===== config.mk =====
export PLATFORM = sky130hd
export DESIGN_NAME = stack_pointer_push_pop_unit
export DESIGN_NICKNAME = d
export VERILOG_FILES = /design/src/logic/stack_unit_pkg.sv /design/src/logic/stack_addr_calc.sv /design/src/logic/stack_pointer_push_pop_unit.sv
export SDC_FILE = /design/constraint.sdc
export NUM_CORES = 1
export LEC_CHECK = 0
export ABC_CLOCK_PERIOD_IN_PS = 10600
export BUFFER_PORTS_ARGS = -buffer_cell sky130_fd_sc_hd__buf_4
export CORE_MARGIN = 5
export CORE_UTILIZATION = 54
export DETAILED_ROUTE_END_ITERATION = 16
export MAX_ROUTING_LAYER = met4
export PLACE_DENSITY_LB_ADDON = 0.08
export SLEW_MARGIN = 20
export SYNTH_ARGS = -nofsm -noshare
export SYNTH_HDL_FRONTEND = slang
export SYNTH_SLANG_ARGS = --single-unit

===== constraint.sdc =====
create_clock -name i_clk -period 10.6 [get_ports i_clk]
set_input_delay 2.12 -clock i_clk [delete_from_list [all_inputs] [get_ports i_clk]]
set_output_delay 2.12 -clock i_clk [all_outputs]
set_load 0.02 [all_outputs]

===== src/logic/stack_unit_pkg.sv =====
package stack_unit_pkg;
  // ---------------------------------------------------------------
  // operation codes
  // ---------------------------------------------------------------
  typedef enum logic [2:0] {
    OP_PUSH,
    OP_POP,
    OP_PUSH_SEL,
    OP_CALL,
    OP_RET,
    OP_ENTER,
    OP_LEAVE,
    OP_LOAD
  } stack_op_t;

  localparam int ADDR_W = 32;
  localparam int NARROW_W = 16;
  localparam int SEL_W = 16;
  localparam logic [31:0] STEP_NARROW = 32'h0000_0002;
  localparam logic [31:0] STEP_WIDE = 32'h0000_0004;
  localparam logic [31:0] SP_RESET = 32'h0000_0000;
  localparam logic [15:0] SEL_RESET = 16'h0000;
  localparam logic [15:0] NARROW_MAX = 16'hFFFF;
  localparam int NARROW_MASK_POS = 16;
  localparam logic [31:0] WIDE_ALIGN_MASK = 32'hFFFF_FFFC;
  // largest segment a stack may fill, in bytes
  localparam logic [32:0] MAX_SEG_BYTES = 33'h1_0000_0000;
endpackage


===== src/logic/stack_addr_calc.sv =====
`timescale 1ns/1ps
`default_nettype none
// new pointer value for one push or pop step
module stack_addr_calc (
  input wire logic [31:0] i_sp,
  input wire logic [31:0] i_step,
  input wire logic i_down,
  input wire logic i_narrow,
  input wire logic i_align,
  output logic [31:0] o_sp
);
  import stack_unit_pkg::*;
  logic [31:0] base;
  logic [31:0] full;
  logic [15:0] low;

  // ---------------------------------------------------------------
  // arithmetic
  // ---------------------------------------------------------------
  // selector push on wide stack drops to a 4-byte boundary first
  always_comb begin
    base = i_align ? (i_sp & WIDE_ALIGN_MASK) : i_sp;
    full = i_down ? (base - i_step) : (base + i_step);
    low = full[15:0];
    // narrow mode wraps in 16 bits, upper half kept
    if (i_narrow) begin
      o_sp = {i_sp[31:16], low};
    end else begin
      o_sp = full;
    end
  end
endmodule
`default_nettype wire


===== src/logic/stack_pointer_push_pop_unit.sv =====
// Our own choices: the strobed register port and the address map.
`timescale 1ns/1ps
`default_nettype none
// Summary of operation
// - push: decrement pointer, then write
// - pop: read top, then increment pointer
// - all stack addresses use stack segment
// - call/ret/push/pop/enter/leave use current stack
// - step size from code segment default flag
// - step is two or four bytes
// - selector push on wide stack aligns
// - other narrow pushes stay unaligned
// - no alignment check, no fault
// - explicit operand size from flag, prefix
// - narrow size uses 16-bit pointer
// - wide size uses full 32 bits
// - stack big flag picks pointer size
// - only one current stack exists
// - stack spans up to full segment
module stack_pointer_push_pop_unit (
  input wire logic i_clk,
  input wire logic i_rst_n,
  input wire logic i_op_valid,
  input wire stack_unit_pkg::stack_op_t i_op,
  input wire logic [31:0] i_push_data,
  input wire logic i_push_narrow,
  input wire logic i_code_dflag,
  input wire logic i_addr_prefix,
  input wire logic i_stack_bflag,
  input wire logic [15:0] i_load_sel,
  input wire logic [31:0] i_load_sp,
  input wire logic i_load_sel_en,
  input wire logic i_load_sp_en,
  input wire logic [31:0] i_mem_rdata,
  input wire logic i_mem_rvalid,
  output logic o_busy,
  output logic o_mem_req,
  output logic o_mem_we,
  output logic [15:0] o_mem_seg,
  output logic [31:0] o_mem_addr,
  output logic [31:0] o_mem_wdata,
  output logic [31:0] o_pop_data,
  output logic o_pop_valid,
  output logic [31:0] o_stack_pointer_wide,
  output logic [15:0] o_stack_pointer_narrow,
  output logic [15:0] o_stack_sel,
  output logic o_explicit_wide
);
  import stack_unit_pkg::*;

  typedef enum logic [1:0] {
    ST_IDLE,
    ST_WRITE,
    ST_READ
  } phase_t;

  logic rst_meta_reg;
  logic rst_sync_reg;
  logic rst_n;
  phase_t phase_reg;
  logic [31:0] sp_reg;
  logic [31:0] sp_next;
  logic [15:0] sel_reg;
  logic [31:0] wdata_reg;
  logic [31:0] pop_reg;
  logic pop_valid_reg;
  logic req_reg;
  logic we_reg;
  logic [31:0] addr_reg;
  logic narrow_reg;
  logic wide_stack;
  logic narrow_addr;
  logic is_push;
  logic is_pop;
  logic align_sel;
  logic [31:0] step;
  logic calc_narrow;
  logic explicit_wide_reg;

  // ---------------------------------------------------------------
  // reset release
  // ---------------------------------------------------------------
  always_ff @(posedge i_clk or negedge i_rst_n) begin
    if (!i_rst_n) begin
      rst_meta_reg <= 1'b0;
      rst_sync_reg <= 1'b0;
    end else begin
      rst_meta_reg <= 1'b1;
      rst_sync_reg <= rst_meta_reg;
    end
  end
  assign rst_n = rst_sync_reg;

  // ---------------------------------------------------------------
  // operation decode
  // ---------------------------------------------------------------
  function automatic logic op_pushes(input stack_op_t op);
    op_pushes = (op == OP_PUSH) || (op == OP_PUSH_SEL) ||
                (op == OP_CALL) || (op == OP_ENTER);
  endfunction

  function automatic logic op_pops(input stack_op_t op);
    op_pops = (op == OP_POP) || (op == OP_RET) || (op == OP_LEAVE);
  endfunction

  assign wide_stack = i_code_dflag;
  // stack big flag picks pointer size
  assign narrow_addr = !i_stack_bflag;
  // explicit operand size, prefix flips it
  always_ff @(posedge i_clk or negedge rst_n) begin
    if (!rst_n) begin
      explicit_wide_reg <= 1'b0;
    end else begin
      explicit_wide_reg <= i_code_dflag ^ i_addr_prefix;
    end
  end
  assign o_explicit_wide = explicit_wide_reg;
  assign is_push = i_op_valid && (phase_reg == ST_IDLE) && op_pushes(i_op);
  assign is_pop = i_op_valid && (phase_reg == ST_IDLE) && op_pops(i_op);
  // plain narrow pushes not realigned
  // gated by the push, so a pending pop never realigns
  assign align_sel = is_push && wide_stack && (i_op == OP_PUSH_SEL);
  assign step = (wide_stack && !(i_push_narrow && i_op != OP_PUSH_SEL)) ?
                STEP_WIDE : STEP_NARROW;

  // pop keeps the pointer size it was issued with
  assign calc_narrow = (phase_reg == ST_READ) ? narrow_reg : narrow_addr;

  stack_addr_calc u_calc (
    .i_sp(sp_reg),
    .i_step(step),
    .i_down(is_push),
    .i_narrow(calc_narrow),
    .i_align(align_sel),
    .o_sp(sp_next)
  );

  // ---------------------------------------------------------------
  // current stack selector
  // ---------------------------------------------------------------
  // one selector register, one current stack
  always_ff @(posedge i_clk or negedge rst_n) begin
    if (!rst_n) begin
      sel_reg <= SEL_RESET;
    end else if (i_load_sel_en && phase_reg == ST_IDLE) begin
      sel_reg <= i_load_sel;
    end
  end

  // ---------------------------------------------------------------
  // stack pointer
  // ---------------------------------------------------------------
  // pop increments only after the read data came back
  always_ff @(posedge i_clk or negedge rst_n) begin
    if (!rst_n) begin
      sp_reg <= SP_RESET;
      narrow_reg <= 1'b0;
    end else if (i_load_sp_en && phase_reg == ST_IDLE && !is_push &&
                 !is_pop) begin
      sp_reg <= i_load_sp;
    end else if (is_push) begin
      // decrement before the write goes out
      sp_reg <= sp_next;
    end else if (is_pop) begin
      narrow_reg <= narrow_addr;
    end else if (phase_reg == ST_READ && i_mem_rvalid) begin
      sp_reg <= sp_next;
    end
  end

  // ---------------------------------------------------------------
  // memory sequence
  // ---------------------------------------------------------------
  // misaligned pointers pass with no check
  always_ff @(posedge i_clk or negedge rst_n) begin
    if (!rst_n) begin
      phase_reg <= ST_IDLE;
      req_reg <= 1'b0;
      we_reg <= 1'b0;
      addr_reg <= SP_RESET;
      wdata_reg <= SP_RESET;
    end else begin
      case (phase_reg)
        ST_IDLE: begin
          req_reg <= 1'b0;
          we_reg <= 1'b0;
          if (is_push) begin
            phase_reg <= ST_WRITE;
            req_reg <= 1'b1;
            we_reg <= 1'b1;
            addr_reg <= narrow_addr ? {16'h0000, sp_next[15:0]} : sp_next;
            wdata_reg <= i_push_data;
          end else if (is_pop) begin
            phase_reg <= ST_READ;
            req_reg <= 1'b1;
            addr_reg <= narrow_addr ? {16'h0000, sp_reg[15:0]} : sp_reg;
          end
        end
        ST_WRITE: begin
          // write issued for one cycle, memory never stalls
          req_reg <= 1'b0;
          we_reg <= 1'b0;
          phase_reg <= ST_IDLE;
        end
        ST_READ: begin
          req_reg <= 1'b0;
          if (i_mem_rvalid) begin
            phase_reg <= ST_IDLE;
          end
        end
        default: begin
          phase_reg <= ST_IDLE;
        end
      endcase
    end
  end

  // ---------------------------------------------------------------
  // pop data
  // ---------------------------------------------------------------
  always_ff @(posedge i_clk or negedge rst_n) begin
    if (!rst_n) begin
      pop_reg <= SP_RESET;
      pop_valid_reg <= 1'b0;
    end else begin
      pop_valid_reg <= (phase_reg == ST_READ) && i_mem_rvalid;
      if (phase_reg == ST_READ && i_mem_rvalid) begin
        pop_reg <= i_mem_rdata;
      end
    end
  end

  // every access names the stack segment
  // all stack ops share that segment
  assign o_mem_seg = sel_reg;
  assign o_mem_req = req_reg;
  assign o_mem_we = we_reg;
  assign o_mem_addr = addr_reg;
  assign o_mem_wdata = wdata_reg;
  assign o_pop_data = pop_reg;
  assign o_pop_valid = pop_valid_reg;
  // full 32-bit pointer covers the whole segment
  assign o_stack_pointer_wide = sp_reg;
  assign o_stack_pointer_narrow = sp_reg[15:0];
  assign o_stack_sel = sel_reg;
  assign o_busy = (phase_reg != ST_IDLE);

  // ---------------------------------------------------------------
  // checks
  // ---------------------------------------------------------------
  property p_push_dec;
    @(posedge i_clk) disable iff (!rst_n)
      is_push |=> o_mem_req && o_mem_we && o_mem_addr[15:0] == sp_reg[15:0];
  endproperty
  a_push_dec: assert property (p_push_dec)
    else $error("push write not at decremented pointer");

  property p_pop_order;
    @(posedge i_clk) disable iff (!rst_n)
      is_pop |=> o_mem_req && !o_mem_we && $stable(sp_reg);
  endproperty
  a_pop_order: assert property (p_pop_order)
    else $error("pop moved pointer before read");

  property p_seg_used;
    @(posedge i_clk) disable iff (!rst_n)
      o_busy |=> o_mem_seg == $past(o_mem_seg);
  endproperty
  a_seg_used: assert property (p_seg_used)
    else $error("access outside stack segment");

  property p_wide_step;
    @(posedge i_clk) disable iff (!rst_n)
      is_push && i_op == OP_PUSH && wide_stack && !i_push_narrow &&
      !narrow_addr |=> sp_reg == $past(sp_reg) - STEP_WIDE;
  endproperty
  a_wide_step: assert property (p_wide_step)
    else $error("wide push step wrong");

  property p_narrow_step;
    @(posedge i_clk) disable iff (!rst_n)
      is_push && i_op == OP_PUSH && !wide_stack && !narrow_addr
      |=> sp_reg == $past(sp_reg) - STEP_NARROW;
  endproperty
  a_narrow_step: assert property (p_narrow_step)
    else $error("narrow push step wrong");

  property p_sel_align;
    @(posedge i_clk) disable iff (!rst_n)
      is_push && align_sel |=> sp_reg[1:0] == 2'b00;
  endproperty
  a_sel_align: assert property (p_sel_align)
    else $error("selector push left pointer unaligned");

  property p_narrow_upper;
    @(posedge i_clk) disable iff (!rst_n)
      (is_push && narrow_addr) |=> sp_reg[31:16] == $past(sp_reg[31:16]);
  endproperty
  a_narrow_upper: assert property (p_narrow_upper)
    else $error("narrow update changed upper pointer");

  property p_narrow_addr;
    @(posedge i_clk) disable iff (!rst_n)
      (is_push || is_pop) && narrow_addr |=> o_mem_addr[31:16] == 16'h0000;
  endproperty
  a_narrow_addr: assert property (p_narrow_addr)
    else $error("narrow address above 16 bits");

  property p_pop_done;
    @(posedge i_clk) disable iff (!rst_n)
      is_pop |-> ##[1:1000] !o_busy;
  endproperty
  a_pop_done: assert property (p_pop_done)
    else $error("pop never completed");
endmodule
`default_nettype wire


==> run metrics <==
hpwl dp roughly 18000 um; CP bufs+invs 5; P per Cell Area 350 mW/mm^2; all-layer global routing usage about 28%; hold endpoint rst_n; initial antenna violation count 0; largest net degree at the start of global routing between 80 and 90; Hold Worst Slack ~0.35 ns; CTS resizes 0; Worst Hold Launch rst_meta_reg; WHS Path Cells 0; reg2reg path depth 16; first-pass GRT wire length 38800 um; Worst Setup End Kind flip-flop; CTS tree done; core area roughly 0.015 mm^2; DR iter-0 viols 411; r2r startpoint phase_reg[0]; Initial Util 55.3%; Distinct cells, synth 57; max_cap viols 0; Synth area leaders dfrtp_1, nand2_1, mux2_2; clk_lat worst skew roughly 0.42 ns; CP top delay family compound AO/OA/AOI/OAI gates; Die Ht ~130 um; Worst-path clk slew 0.06 ns; nets roughly 1300; Pwr Total between 3 and 4 mW; die width 132 um; total die area ~0.018 mm^2; number of flops mapped to enable cells by yosys 0; CP Data Arrival Time approximately 6.0 ns; Setup Skew approximately 0.011 ns; Synth Warn # 0; vias in the first global route slightly above 7000; Rows 44; Min-Delay Path Class flip-flop to flip-flop; Final Max Slew Viols 0; IO Port Bufs ~310; Worst Tran Pin Value approximately 0.94 ns; Avg Cell Area, Syn just under 10 um^2; CTS Hold Bufs 0; flop-to-flop setup slack 6.19 ns; Root Driver clkbuf_16; H-tree Lvls 4; total gr overflow 0; post-synthesis sequential area ratio a little under half; clk buf depth 2; Post-Route Setup TNS 0 ns; Final period util between 50 and 60%; Final min period 5.70 ns; CP max stage delay roughly 0.48 ns; ys async rst share 100%; Boundary Pins roughly 310; post-synth top area cell dfrtp_1; commonest cells in the netlist nand2_1, dfrtp_1, o21ai_0; status finished clean; WL/cell ~19 um; Post-Syn Instances about 830; CTS Sinks around 150; FMAX between 0.15 and 0.2 GHz; Worst Slack Setup Final ~4.9 ns; Main synth FF type dfrtp_1; Slew HR approximately 37%; Lkg Pwr about 5.7 nW; Initial DRT Pass Iterations 6; Place WS between 4 and 5 ns; worst-path maximum fanout 68; RD Place Congestion 0.954; Post-Syn Area ~0.008 mm^2; Via Count around 7300; worst setup path category primary input to flip-flop; Critical R2R Capture o_stack_pointer_wide[26]; Max VDD drop 158 uV; Syn Nets 992; setup violators final 0; RSZ-0062 raised after global routing no; post-route ant nets 0; final hold violation count 0; DR vias/cell around 5.6; Synth Register Bits about 150; area grow syn2layout 34.9%; Slowest-stage cell, CP buf_4; post-CTS setup buffers 0; count leader, synth nand2_1; CP Data Required Time approximately 11 ns; CP dominant cell by count buf_4; ant diodes 0; TritonCTS Buffers 17; Synth top area share between 40% and 50%; DRC errors left 0; routed wire length 24600 um; layout cells sized above 1 between 30 and 40%; CP Launch Type primary input; crit path cell chain buf_4 > inv_1 > or3_1 > nand4_1 > buf_4 > inv_2 > buf_4 > ha_1 > a21oi_1 > nor2b_1 > o21a_1 > nor3b_1 > a21oi_1 > o21ai_1 > o21ai_0 > xor2_1 > a21o_1
routing by layer:
layer	track usage [%]	part of all wire, %	wire length (um)
met5	-	0	0
met3	7.14	7.2	1760
met4	8.14	2.1	513
met2	45.9	50	12300
met1	34.9	41	10100
worst max-delay path by stage:
| stage | cells past startpoint | slack, ns | end | startpoint |
|---|---|---|---|---|
| final | 17 | 4.90 | o_stack_pointer_wide[26] | i_op[0] |
| after detailed placement | 15 | 4.57 | o_stack_pointer_wide[26] | i_op[2] |
| after global placement | 15 | 4.62 | o_stack_pointer_wide[19] | i_op[2] |
| after CTS | 15 | 5.00 | o_stack_pointer_wide[26] | i_op[2] |
| after global routing | 17 | 4.62 | o_stack_pointer_wide[18] | i_op[0] |
| after floorplan | 14 | 4.95 | o_stack_pointer_wide[18] | i_op[0] |
cell families (layout without fill, tap and decap cells):
group	after synthesis	in the layout	synth area share (%)
flip-flops	153	153	47.3
AND/OR/NAND/NOR	246	246	12.9
other	1	1	0.0463
XOR/XNOR	25	25	2.70
buffers and inverters	93	367	5.82
AO/OA/AOI/OAI	221	221	17.9
adder cells (fa/ha/maj)	35	35	5.40
multiplexers	58	58	7.95
where the power goes:
part / leakage [nW] / switching [mW] / internal [mW]
Clock: 0.302 / 0.241 / 0.398
Combinational: 3.50 / 1.23 / 0.889
Sequential: 1.89 / 0.216 / 0.857
Total: 5.68 / 1.69 / 2.14
layout make-up:
| type | count | area (um^2) |
|---|---|---|
| multi-input cells | 586 | 3810 |
| flip-flops and latches | 153 | 3830 |
| well taps | 184 | 230 |
| inverters | 21 | 78.8 |
| repair buffers | 314 | 2360 |
| clock inverters | 8 | 133 |
| clock buffers | 24 | 492 |
| fillers | 1099 | 3710 |
cells in the final DEF, fill, tap and decap left out, types with 3 or more instances in the layout:
cell type  synthesis  final
a21o_1            23     23
a21oi_1           50     49
a222oi_1           4      4
a22o_1            11     11
a22oi_1           29     29
a31o_2             3      3
a31oi_1            4      4
and2_1             3      3
buf_4             32    313
bufinv_16          0      3
clkbuf_1          34      3
clkbuf_16          0     17
clkbuf_8           0      4
dfrtp_1          153    152
ha_1              35     35
inv_1             21     20
mux2_2            51     51
mux2i_1            7      7
nand2_1          168    168
nand2b_1           3      3
nand3_1            8      8
nand4_1            5      5
nor2_1            31     31
nor2b_1            7      7
nor4_1             3      3
o211ai_1           3      3
o21a_1             6      6
o21ai_0           53     53
o21ai_1            8      8
o21bai_1           4      4
o31ai_1            3      3
or3_1              5      5
xnor2_1            9      9
xor2_1            16     16
metrics by stage:
stage / util, % / area (um^2) / cells
4_1_cts: 74.6 / 10900 / 1290
5_1_grt: 74.7 / 10900 / 1290
6_report: 74.7 / 10900 / 1290
3_3_place_gp: 70.4 / 10300 / 1258
2_1_floorplan: - / 8100 / 832
3_5_place_dp: 70.4 / 10300 / 1258
No activity file was read; power rests on OpenSTA's default activity.
